### src/pkg/pipe_notready_defines.svh
// register map, reset values and timing constants of the pipe not-ready flag block
`ifndef PIPE_NOTREADY_DEFINES_SVH
`define PIPE_NOTREADY_DEFINES_SVH

// byte addresses of the registers
`define FLAGS_ADDR 12'h068
`define MASK_ADDR 12'h070
`define CTRL_ADDR 12'h074

// register widths and reset values
`define FLAG_COUNT 7
`define FLAGS_WIDTH 16
`define FLAGS_RESET 7'h00
`define MASK_RESET 7'h00
`define CLK_SUPPLY_RESET 1'h1

// field positions
`define FLAG_MSB 6
`define CTRL_CLK_SUPPLY_BIT 0
`define CTRL_SOFT_RESET_BIT 1
`define CTRL_GAP_VIOL_BIT 8

// response-control value selecting buffer-controlled operation
`define PRC_BUF 2'h1

// axi responses
`define RESP_OKAY 2'h0
`define RESP_SLVERR 2'h2

// least spacing between two clearing writes
`define CLK_PERIOD_NS 40
`define CLEAR_GAP_NS 100
`define CLEAR_GAP_CYC ((`CLEAR_GAP_NS + `CLK_PERIOD_NS - 1) / `CLK_PERIOD_NS)

`endif

### src/pkg/pipe_notready_pkg.sv
// types shared by the pipe not-ready flag block
`default_nettype none
package pipe_notready_pkg;

	// which register an address selects
	typedef enum logic [1:0] {
		sel_none,
		sel_flags,
		sel_mask,
		sel_ctrl
	} reg_sel_e;

	typedef logic [1:0] resp_t;

endpackage
`default_nettype wire

### src/logic/notready_event_detect.sv
// turns a nak-answered token into a one-cycle set pulse for the matching pipe flag
`timescale 1ns/10ps
`default_nettype none
`include "pipe_notready_defines.svh"

module notready_event_detect #(
	parameter int PIPES = `FLAG_COUNT,
	parameter int PIPE_IDX_W = 3
) (
	input wire logic token_strobe,
	input wire logic [PIPE_IDX_W-1:0] token_pipe,
	input wire logic token_nak,
	input wire logic ctrl_status_stage,
	input wire logic [2*PIPES-1:0] pipe_response_control,
	output logic [PIPES-1:0] set_pulse
);

	// true when a response-control field selects buffer-controlled operation
	function automatic logic is_buf_mode(input logic [1:0] prc);
		is_buf_mode = (prc == `PRC_BUF);
	endfunction

	// one qualifier per pipe; pipe 0 is the default control pipe
	genvar i;
	generate
		for (i = 0; i < PIPES; i++) begin : g_pipe
			logic hit;
			assign hit = token_strobe & token_nak & (token_pipe == PIPE_IDX_W'(i))
				& is_buf_mode(pipe_response_control[2*i +: 2]); // [RULE_04] [RULE_06]
			if (i == 0) begin : g_ctrl
				// a status-stage nak is part of normal control flow, not a stall
				assign set_pulse[i] = hit & ~ctrl_status_stage; // [RULE_10]
			end else begin : g_data
				assign set_pulse[i] = hit; // [RULE_05]
			end
		end
	endgenerate

endmodule
`default_nettype wire

### src/logic/pipe_not_ready_irq_status.sv
// pipe not-ready interrupt flag register with axi4-lite slave and masked interrupt
//
// What this block does
// RULE_01 - a 16-bit flag register at 0x68 holds the control pipe flag in bit 0 and data pipes 1 to 6 in bits 1 to 6.
// RULE_02 - hardware and software reset clear the register to zero, and usb bus reset leaves it alone.
// RULE_03 - bits 15 to 7 read as zero and software writes zero to them.
// RULE_04 - a pipe flag sets when an in or out token arrives while that pipe's buffer is not ready.
// RULE_05 - bits 6 to 1 belong to data pipes 6 to 1, bit 0 to the control pipe, and a one means the event happened.
// RULE_06 - not ready means a nak went out with transfers disabled while the pipe was in buffer-controlled mode.
// RULE_07 - writing zero to a flag bit clears that flag.
// RULE_08 - writing one to a flag bit leaves that flag unchanged.
// RULE_09 - while the internal clock supply is off, writing zero clears no flag.
// RULE_10 - a nak in the status stage of a control transfer does not set the control pipe flag.
// RULE_11 - software spaces successive clearing writes at least 100 ns apart, or clears several flags in one write.
// RULE_12 - a set arriving in the same cycle as a clear of the same flag wins.
`timescale 1ns/10ps
`default_nettype none
`include "pipe_notready_defines.svh"

module pipe_not_ready_irq_status #(
	parameter int ADDR_W = 12,
	parameter int PIPE_IDX_W = 3,
	parameter int GAP_W = 4
) (
	input wire logic clk,
	input wire logic rst,
	input wire logic [ADDR_W-1:0] awaddr,
	input wire logic awvalid,
	output logic awready,
	input wire logic [31:0] wdata,
	input wire logic [3:0] wstrb,
	input wire logic wvalid,
	output logic wready,
	output logic [1:0] bresp,
	output logic bvalid,
	input wire logic bready,
	input wire logic [ADDR_W-1:0] araddr,
	input wire logic arvalid,
	output logic arready,
	output logic [31:0] rdata,
	output logic [1:0] rresp,
	output logic rvalid,
	input wire logic rready,
	input wire logic token_strobe,
	input wire logic [PIPE_IDX_W-1:0] token_pipe,
	input wire logic token_nak,
	input wire logic ctrl_status_stage,
	input wire logic [2*`FLAG_COUNT-1:0] pipe_response_control,
	output logic irq
);

	////////////////////////////////////////////////////////////////////////////
	// declarations

	logic awready_ff;
	logic wready_ff;
	logic bvalid_ff;
	logic [1:0] bresp_ff;
	logic arready_ff;
	logic rvalid_ff;
	logic [31:0] rdata_ff;
	logic [1:0] rresp_ff;
	logic irq_ff;

	logic aw_held_ff;
	logic [ADDR_W-1:0] aw_addr_ff;
	logic w_held_ff;
	logic [31:0] w_data_ff;
	logic [3:0] w_strb_ff;

	logic [`FLAG_COUNT-1:0] flags_ff;
	logic [`FLAG_COUNT-1:0] nxt_flags;
	logic [`FLAG_COUNT-1:0] mask_ff;
	logic clk_supply_ff;
	logic gap_viol_ff;
	logic [GAP_W-1:0] gap_cnt_ff;

	logic [`FLAG_COUNT-1:0] set_pulse;
	logic [`FLAG_COUNT-1:0] clr_bits;
	logic wr_fire;
	logic ar_fire;
	pipe_notready_pkg::reg_sel_e wr_sel;
	pipe_notready_pkg::reg_sel_e rd_sel;
	logic wr_flags;
	logic wr_mask;
	logic wr_ctrl;
	logic soft_reset;
	logic clearing_write;
	logic rd_ctrl;

	////////////////////////////////////////////////////////////////////////////
	// address decode, shared by the write and read paths

	// word-aligned: the two low address bits are ignored
	function automatic pipe_notready_pkg::reg_sel_e decode_reg(input logic [ADDR_W-1:0] addr);
		logic [ADDR_W-1:0] word;
		word = {addr[ADDR_W-1:2], 2'h0};
		if (word == ADDR_W'(`FLAGS_ADDR)) begin
			decode_reg = pipe_notready_pkg::sel_flags; // [RULE_01]
		end else if (word == ADDR_W'(`MASK_ADDR)) begin
			decode_reg = pipe_notready_pkg::sel_mask;
		end else if (word == ADDR_W'(`CTRL_ADDR)) begin
			decode_reg = pipe_notready_pkg::sel_ctrl;
		end else begin
			decode_reg = pipe_notready_pkg::sel_none;
		end
	endfunction

	////////////////////////////////////////////////////////////////////////////
	// event qualification

	notready_event_detect #(
		.PIPES(`FLAG_COUNT),
		.PIPE_IDX_W(PIPE_IDX_W)
	) u_detect (
		.token_strobe(token_strobe),
		.token_pipe(token_pipe),
		.token_nak(token_nak),
		.ctrl_status_stage(ctrl_status_stage),
		.pipe_response_control(pipe_response_control),
		.set_pulse(set_pulse)
	);

	////////////////////////////////////////////////////////////////////////////
	// axi write channels

	// address and data are taken independently and held until the response goes
	always_ff @(posedge clk) begin
		if (rst) begin
			awready_ff <= 1'h1;
			aw_held_ff <= 1'h0;
			aw_addr_ff <= '0;
		end else if (awvalid && awready_ff) begin
			awready_ff <= 1'h0;
			aw_held_ff <= 1'h1;
			aw_addr_ff <= awaddr;
		end else if (bvalid_ff && bready) begin
			awready_ff <= 1'h1;
			aw_held_ff <= 1'h0;
		end
	end

	// write data slot
	always_ff @(posedge clk) begin
		if (rst) begin
			wready_ff <= 1'h1;
			w_held_ff <= 1'h0;
			w_data_ff <= '0;
			w_strb_ff <= '0;
		end else if (wvalid && wready_ff) begin
			wready_ff <= 1'h0;
			w_held_ff <= 1'h1;
			w_data_ff <= wdata;
			w_strb_ff <= wstrb;
		end else if (bvalid_ff && bready) begin
			wready_ff <= 1'h1;
			w_held_ff <= 1'h0;
		end
	end

	// the write commits once, in the cycle both halves are present
	assign wr_fire = aw_held_ff & w_held_ff & ~bvalid_ff;
	assign wr_sel = decode_reg(aw_addr_ff);
	assign wr_flags = wr_fire & (wr_sel == pipe_notready_pkg::sel_flags) & w_strb_ff[0];
	assign wr_mask = wr_fire & (wr_sel == pipe_notready_pkg::sel_mask) & w_strb_ff[0];
	assign wr_ctrl = wr_fire & (wr_sel == pipe_notready_pkg::sel_ctrl) & w_strb_ff[0];
	assign soft_reset = wr_ctrl & w_data_ff[`CTRL_SOFT_RESET_BIT];

	// write response; unmapped addresses answer slverr and change nothing
	always_ff @(posedge clk) begin
		if (rst) begin
			bvalid_ff <= 1'h0;
			bresp_ff <= `RESP_OKAY;
		end else if (wr_fire) begin
			bvalid_ff <= 1'h1;
			bresp_ff <= (wr_sel == pipe_notready_pkg::sel_none) ? `RESP_SLVERR : `RESP_OKAY;
		end else if (bvalid_ff && bready) begin
			bvalid_ff <= 1'h0;
		end
	end

	////////////////////////////////////////////////////////////////////////////
	// flag register

	// zeros clear, ones are ignored, and a stopped internal clock blocks clearing;
	// the upper byte lane holds only reserved bits so its data are dropped
	assign clr_bits = (wr_flags && clk_supply_ff) ? ~w_data_ff[`FLAG_MSB:0] : '0; // [RULE_07] [RULE_08] [RULE_09] [RULE_03]

	// set is or-ed in after the clear, so a simultaneous event survives
	assign nxt_flags = (flags_ff & ~clr_bits) | set_pulse; // [RULE_12] [RULE_04]

	// usb bus reset has no input here: only the two resets touch the flags
	always_ff @(posedge clk) begin
		if (rst || soft_reset) begin
			flags_ff <= `FLAGS_RESET; // [RULE_02]
		end else begin
			flags_ff <= nxt_flags;
		end
	end

	////////////////////////////////////////////////////////////////////////////
	// mask and control registers

	// interrupt mask, same layout as the flags
	always_ff @(posedge clk) begin
		if (rst) begin
			mask_ff <= `MASK_RESET;
		end else if (wr_mask) begin
			mask_ff <= w_data_ff[`FLAG_MSB:0];
		end
	end

	// internal clock supply control; soft reset bit is a strobe and is not stored
	always_ff @(posedge clk) begin
		if (rst) begin
			clk_supply_ff <= `CLK_SUPPLY_RESET;
		end else if (wr_ctrl) begin
			clk_supply_ff <= w_data_ff[`CTRL_CLK_SUPPLY_BIT];
		end
	end

	////////////////////////////////////////////////////////////////////////////
	// clearing-write spacing monitor

	// a clear that really removes bits counts as a clearing write
	assign clearing_write = wr_flags & clk_supply_ff & (|(flags_ff & ~w_data_ff[`FLAG_MSB:0]));

	// counts down the least spacing after each clearing write
	always_ff @(posedge clk) begin
		if (rst) begin
			gap_cnt_ff <= '0;
		end else if (clearing_write) begin
			gap_cnt_ff <= GAP_W'(`CLEAR_GAP_CYC - 1);
		end else if (gap_cnt_ff != '0) begin
			gap_cnt_ff <= gap_cnt_ff - GAP_W'(1);
		end
	end

	// sticky; a read of the control register clears it, a new violation wins
	always_ff @(posedge clk) begin
		if (rst) begin
			gap_viol_ff <= 1'h0;
		end else if (clearing_write && gap_cnt_ff != '0) begin
			gap_viol_ff <= 1'h1; // [RULE_11]
		end else if (rd_ctrl) begin
			gap_viol_ff <= 1'h0;
		end
	end

	////////////////////////////////////////////////////////////////////////////
	// axi read channel

	assign ar_fire = arvalid & arready_ff;
	assign rd_sel = decode_reg(araddr);
	assign rd_ctrl = ar_fire & (rd_sel == pipe_notready_pkg::sel_ctrl);

	// one read at a time: arready drops until the data are taken
	always_ff @(posedge clk) begin
		if (rst) begin
			arready_ff <= 1'h1;
			rvalid_ff <= 1'h0;
		end else if (ar_fire) begin
			arready_ff <= 1'h0;
			rvalid_ff <= 1'h1;
		end else if (rvalid_ff && rready) begin
			arready_ff <= 1'h1;
			rvalid_ff <= 1'h0;
		end
	end

	// read data captured at the address handshake; reserved bits are zero
	always_ff @(posedge clk) begin
		if (rst) begin
			rdata_ff <= '0;
			rresp_ff <= `RESP_OKAY;
		end else if (ar_fire) begin
			rdata_ff <= '0;
			rresp_ff <= `RESP_OKAY;
			unique case (rd_sel)
				pipe_notready_pkg::sel_flags: begin
					rdata_ff[`FLAG_MSB:0] <= flags_ff; // [RULE_03] [RULE_05]
				end
				pipe_notready_pkg::sel_mask: begin
					rdata_ff[`FLAG_MSB:0] <= mask_ff;
				end
				pipe_notready_pkg::sel_ctrl: begin
					rdata_ff[`CTRL_CLK_SUPPLY_BIT] <= clk_supply_ff;
					rdata_ff[`CTRL_GAP_VIOL_BIT] <= gap_viol_ff;
				end
				pipe_notready_pkg::sel_none: begin
					rresp_ff <= `RESP_SLVERR;
				end
			endcase
		end
	end

	////////////////////////////////////////////////////////////////////////////
	// interrupt output

	// level output, one cycle behind the flags so it leaves a flip-flop
	always_ff @(posedge clk) begin
		if (rst) begin
			irq_ff <= 1'h0;
		end else begin
			irq_ff <= |(flags_ff & mask_ff);
		end
	end

	////////////////////////////////////////////////////////////////////////////
	// outputs

	assign awready = awready_ff;
	assign wready = wready_ff;
	assign bvalid = bvalid_ff;
	assign bresp = bresp_ff;
	assign arready = arready_ff;
	assign rvalid = rvalid_ff;
	assign rdata = rdata_ff;
	assign rresp = rresp_ff;
	assign irq = irq_ff;

endmodule
`default_nettype wire

### config.mk
export PLATFORM = sky130hd
export DESIGN_NAME = pipe_not_ready_irq_status
export DESIGN_NICKNAME = d
export VERILOG_FILES = /design/src/pkg/pipe_notready_pkg.sv /design/src/logic/notready_event_detect.sv /design/src/logic/pipe_not_ready_irq_status.sv
export VERILOG_INCLUDE_DIRS = /design/src /design/src/pkg
export SDC_FILE = /design/constraint.sdc
export NUM_CORES = 1
export LEC_CHECK = 0
export ABC_AREA = 1
export BUFFER_PORTS_ARGS = -buffer_cell sky130_fd_sc_hd__buf_2
export CORE_ASPECT_RATIO = 0.7
export CORE_MARGIN = 2
export CORE_UTILIZATION = 43
export CTS_CLUSTER_DIAMETER = 120
export DETAILED_ROUTE_END_ITERATION = 12
export PLACE_DENSITY = 0.77
export SLEW_MARGIN = 5
export SYNTH_ARGS = -nofsm -noshare
export SYNTH_HDL_FRONTEND = slang
export SYNTH_HIERARCHICAL = 1
export SYNTH_SLANG_ARGS = --single-unit
### constraint.sdc
create_clock -name clk -period 1.2 [get_ports clk]
set_input_delay 0 -clock clk [delete_from_list [all_inputs] [get_ports clk]]
set_output_delay 0 -clock clk [all_outputs]
set_load 0.03 [all_outputs]
==> impl_metrics.ini, run 1 <==
[status]
status = finished, violations left
violations = negative setup slack

[global_routing]
use_met2_pct = 32.4
grt_usage_pct = 19.7
grt_overflow_total = 0
use_met1_pct = 26.3
grt_start_max_net_pins = 27
grt_pass1_vias = 2607
grt_busiest_layer = met2
grt_pass1_wl_um = 11500
use_met3_pct = 4.53
antenna_found_initial = 0

[placement]
gp_congestion = 0.844
portBuffers = 70
hpwlAfterDp_um = 5230

[setup_path]
endpoint_kind = register
path_delay_family = simple AND/OR/NAND/NOR gates
critPathLaunchType = register
crit_required_ps = 1400
cp.arrival_ps = 1610
critPathMaxFanout = 5
cpMostUsedCell = nand2_1
path_class = register to register
slowest_delay_ps = 350
worstPathCellList = nor2_4, nand3_4, nor2_1, nand2_1, nor2_2, buf_4, nand2_1, nand2_1, nand3_1
critPathBufInv = 1
critPathSlowestCell = dfxtp_2

[logic_synthesis]
postSynth.asyncResetShare_pct = 0
synth_area_leader_cell = dfxtp_1
ys_seq_area_share_pct = 39.0
synth-edff-count = 0
syn_area_per_cell_sq_um = 7.04
synth_cell_types = 29
synth_top_cell_area_share_pct = 39.0
netlist_area_sq_um = 2870
ys.flop_type = dfxtp_1
synth.area.top_cells = dfxtp_1, nor2_1, buf_4
ys_ff_latch = 56
postSynthCellCount = 408
yosys_warnings = 6

[timing]
post-route-period-util_pct = 118
hold_violations = 0
drv_slew = 0
finClkSkew_ps = 12.0
setup-violations-final = 21
finalWorstSetupSlack_ps = -212
max_freq_ghz = 0.708
rsz0062_at_grt = true
finalCriticalPeriod_ps = 1410

[layout]
final_layout_size_suffix_gt1_share_pct = 29.3
antenna_cells = 0
final_cell_mix = buf_2, nor2_1, nand2_1, dfxtp_1, inv_1
finish.utilization_pct = 59.3
final_nets = 604
synthToLayoutAreaGrowth_pct = 30.7
final_common_cell = buf_2

[cts]
cts.reportedPaths.clkPinSlew_ps = 100
cts_tree = built
clk-insertion-delay-late_ps = 320
numCtsBuffers = 5
clock-root-buffer = clkbuf_8
clock-sinks = 56
htree_levels = 2
cts_buffer_depth = 2

[pwr]
p_per_area_nw_per_um2 = 1030
vdd_drop_max_uv = 502
p_leak_nw = 1.71
p_total_mw = 3.88

[route]
via_per_inst = 4.74
drt_iter0_drc = 191
antenna_left = 0
drtPass1Iterations = 4
wire_per_inst_um = 12.4
vias = 2888
routed_wirelength_um = 7550
drc = 0

[floorplanning]
die_w_um = 102
dieArea_sq_um = 7360
core_area_sq_um = 6340
rows = 24
ios = 129
die_y_um = 72.4
start_util_pct = 45.4

[hold_path]
hold_path_class = input pin to register

[job]
drv_cap = 0
[per-stage QoR]
stage          setup slack (ps)  hold slack [ps]  area (sq um)  TNS, ps  cells
2_1_floorplan             -6.20              149          2980    -12.4    433
3_3_place_gp              -24.7              248          3340     -164    573
3_5_place_dp              -82.2              263          3340     -915    573
4_1_cts                   -78.6             56.1          3670    -1010    604
5_1_grt                    -275             62.4          3760    -3410    609
6_report                   -212             66.4          3760    -1750    609
[worst paths after layout]
path / start / end / slack, ps / cells after the start
max reg2reg: aw_addr_ff[8] / clk_supply_ff / -210 / 9
max: aw_addr_ff[8] / clk_supply_ff / -210 / 9
min: bready / w_held_ff / 70 / 4
min reg2reg: gap_cnt_ff[0] / gap_cnt_ff[0] / 450 / 1
[worst reg2reg max path: stages (launching register included)]
cell and delay [ps]:
dfxtp_2 350, nor2_4 120, nand3_4 120, nor2_1 130, nand2_1 100, nor2_2 140
buf_4 130, nand2_1 60, nand2_1 80, nand3_1 80
[timing repair]
action | 4_1_cts | 5_1_grt
resized for setup | 11 | 17
buffers inserted | 4 | 4
hold buffers | 19 | 0
setup endpoints to repair | 20 | 27
endpoints found under the hold margin | 19 | 0
cloned | 0 | 1
pin swaps | 9 | 9
[cells by family (layout without fill, tap and decap cells)]
logic type	after synthesis	after routing	synth area share (%)
simple gates	185	185	30.6
flops	56	56	39.0
compound gates	76	76	14.2
other cells	1	26	0.130
buf+inv	90	175	16.0
[per-layer routing]
layer | vias up | routed length (um)
li1 | 1466 | -
met1 | 1273 | 3470
met2 | 134 | 3290
met3 | 15 | 688
met5 | - | 0
met4 | 0 | 101
[registers in the layout, summed over array words and instances (netlist names), 4 cells and up]
| signal | count |
|---|---|
| mask_ff | 7 |
| rdata | 8 |
| aw_addr_ff | 10 |
| gap_cnt_ff | 4 |
| flags_ff | 7 |
| w_data_ff | 7 |
[cells in the mapped netlist, types with 2 or more instances]
master,instances
clkbuf_1,7
nand4_1,9
nand2_1,64
nand3_4,2
nor2_4,5
dfxtp_1,56
nand3b_1,3
inv_2,2
inv_1,47
o22ai_1,2
o211ai_1,6
nand2_2,3
nand3_1,20
nor2_1,71
o21ai_0,26
a21oi_1,39
nor2_2,3
buf_4,32
[report_power, final]
part           switching, mW  total [mW]  internal, mW
clock network          0.621        1.04         0.417
registers             0.0797        2.03          1.95
logic                  0.500       0.807         0.307
total                   1.20        3.88          2.68
[area by class of cell]
class / count / area, sq um
inverters: 50 / 194
clock buffers: 6 / 72.6
flip-flops and latches: 56 / 1140
multi-input cells: 287 / 1450
fillers: 560 / 2580
repair buffers: 116 / 768
repair inverters: 1 / 7.51
clock inverters: 2 / 16.3
well taps: 91 / 114
Power figures use the tool's default switching activity.
==> run 2, diff against run 1 <==
Settings changed: CORE_UTILIZATION 43 to 44, CTS_BUF_LIST set to sky130_fd_sc_hd__clkbuf_4, PLACE_DENSITY 0.77 to not set, PLACE_DENSITY_LB_ADDON set to 0.2.
==> impl_metrics.ini, run 2 (synthesized netlist as in run 1, its figures left out) <==
[route]
drt_iter0_drc = 109
drtPass1Iterations = 4
antenna_left = 0
routed_wirelength_um = 7070
via_per_inst = 4.72
wire_per_inst_um = 11.8
vias = 2820
drc = 0

[setup_path]
cp.arrival_ps = 1570
slowest_delay_ps = 360
cpMostUsedCell = nor2_4
reg2reg_slack_ps = -100
crit_required_ps = 1470
path_class = register to register
critPathMaxFanout = 7
critPathSlowestCell = dfxtp_2
endpoint_kind = register
worstPathCellList = nor2_4, nand3_4, nor2_4, buf_12, nand3_1, a21oi_2, nor2_1
critPathLaunchType = register

[cts]
cts_buffer_depth = 2
cts.reportedPaths.clkPinSlew_ps = 150
numCtsBuffers = 5
clock-sinks = 56
cts_tree = built
clk-insertion-delay-late_ps = 370
clock-root-buffer = clkbuf_4
htree_levels = 2

[timing]
holdWs_ps = 12.4
max_freq_ghz = 0.767
finalWorstSetupSlack_ps = -104
drv_slew = 0
post-route-period-util_pct = 109
rsz0062_at_grt = true
setup-violations-final = 18
hold_violations = 0
finClkSkew_ps = 11.4
finalCriticalPeriod_ps = 1300

[floorplanning]
dieArea_sq_um = 7200
die_y_um = 71.6
core_area_sq_um = 6280
ios = 129
start_util_pct = 45.8
rows = 24
die_w_um = 101

[layout]
top_register = aw_addr_ff
largest_reg_flops = 10
final_cell_mix = buf_2, nor2_1, nand2_1, dfxtp_1, inv_1
finish.utilization_pct = 60.5
final_common_cell = buf_2
nFillCells = 598
synthToLayoutAreaGrowth_pct = 32.2
final_layout_size_suffix_gt1_share_pct = 32.2
antenna_cells = 0
final_nets = 605

[pwr]
p_switching_mw = 1.11
p_seq_share_pct = 55.4
internal_power_mw = 2.53
vdd_drop_max_uv = 616
p_leak_nw = 1.72
swShare_pct = 30.6
p_clk_share_pct = 22.6
comb_power_share_pct = 22.0
p_per_area_nw_per_um2 = 960

[global_routing]
grt_usage_pct = 19.4
grt_pass1_vias = 2517
grt_start_max_net_pins = 27
grt_pass1_wl_um = 11300
grt_overflow_total = 0
antenna_found_initial = 0

[job]
drv_cap = 0

[placement]
portBuffers = 70
gp_congestion = 0.852
hpwlAfterDp_um = 5230

[status]
violations = negative setup slack
status = finished, violations left

[hold_path]
hold_path_class = input pin to register
run 2: cell types whose count changed in the layout (fill, tap and decap cells not counted), sizes merged:
| cell | previous run | this run |
|---|---|---|
| buf | 97 | 98 |
| clkinvlp | 3 | 2 |
| clkbuf | 6 | 7 |
run 2: worst paths after layout:
path	to	startpoint	depth (start not counted)
max	flags_ff[5]	aw_addr_ff[7]	7
min	flags_ff[0]	ctrl_status_stage	6
max reg2reg	flags_ff[5]	aw_addr_ff[7]	7
min reg2reg	gap_cnt_ff[0]	gap_cnt_ff[0]	1
run 2: repair_timing:
item	CTS	global route
hold buffers	19	0
setup buffers	0	3
hold endpoints to repair	20	0
gates resized for setup	10	38
cloned	0	1
pin swaps	6	14
endpoints found under the setup margin	19	28
run 2: cell type report:
class,count,area (sq um),area share [%]
clock buffer,7,52.6,1.38
clock inverter,1,5.00,0.132
inverter,50,191,5.04
multi-input combinational,287,1540,40.4
sequential,56,1130,29.9
tap,78,97.6,2.57
timing repair buffer,117,774,20.4
timing repair inverter,1,7.51,0.198
run 2: critical path: cells and delay by family (launching register included):
kind            cells  cell delay (ps)
simple gates        5              560
flops               1              360
buf+inv             1              150
compound gates      1              130
run 2: routing by layer:
metal	share of wire (%)	global-route usage, %	up-vias	routed length [um]
met5	0	0	-	0
met4	0.64	3.65	0	45
met3	4.9	3.32	4	343
met2	44	30.1	85	3110
met1	50	28.7	1260	3570
li1	-	-	1471	-
run 2: metrics by stage:
step / setup TNS [ps] / worst slack (ps) / instance area, sq um / std cells / power (mW)
floorplan: -12.4 / -6.20 / 2980 / 433 / 2.57
global placement: -342 / -48.4 / 3360 / 566 / 2.75
detailed placement: -515 / -56.9 / 3360 / 566 / 2.76
CTS: -869 / -85.8 / 3620 / 593 / 3.64
global route: -2770 / -183 / 3800 / 597 / 3.82
finish: -1000 / -104 / 3800 / 597 / 3.65
run 2: power by group through the flow:
stage               logic (mW)  registers [mW]  clock network (mW)
floorplan                0.457            2.11                   0
detailed placement       0.707            2.06                   0
global placement         0.698            2.05                   0
CTS                      0.759            2.02               0.859
finish                   0.802            2.02               0.824
global route             0.888            2.03               0.901
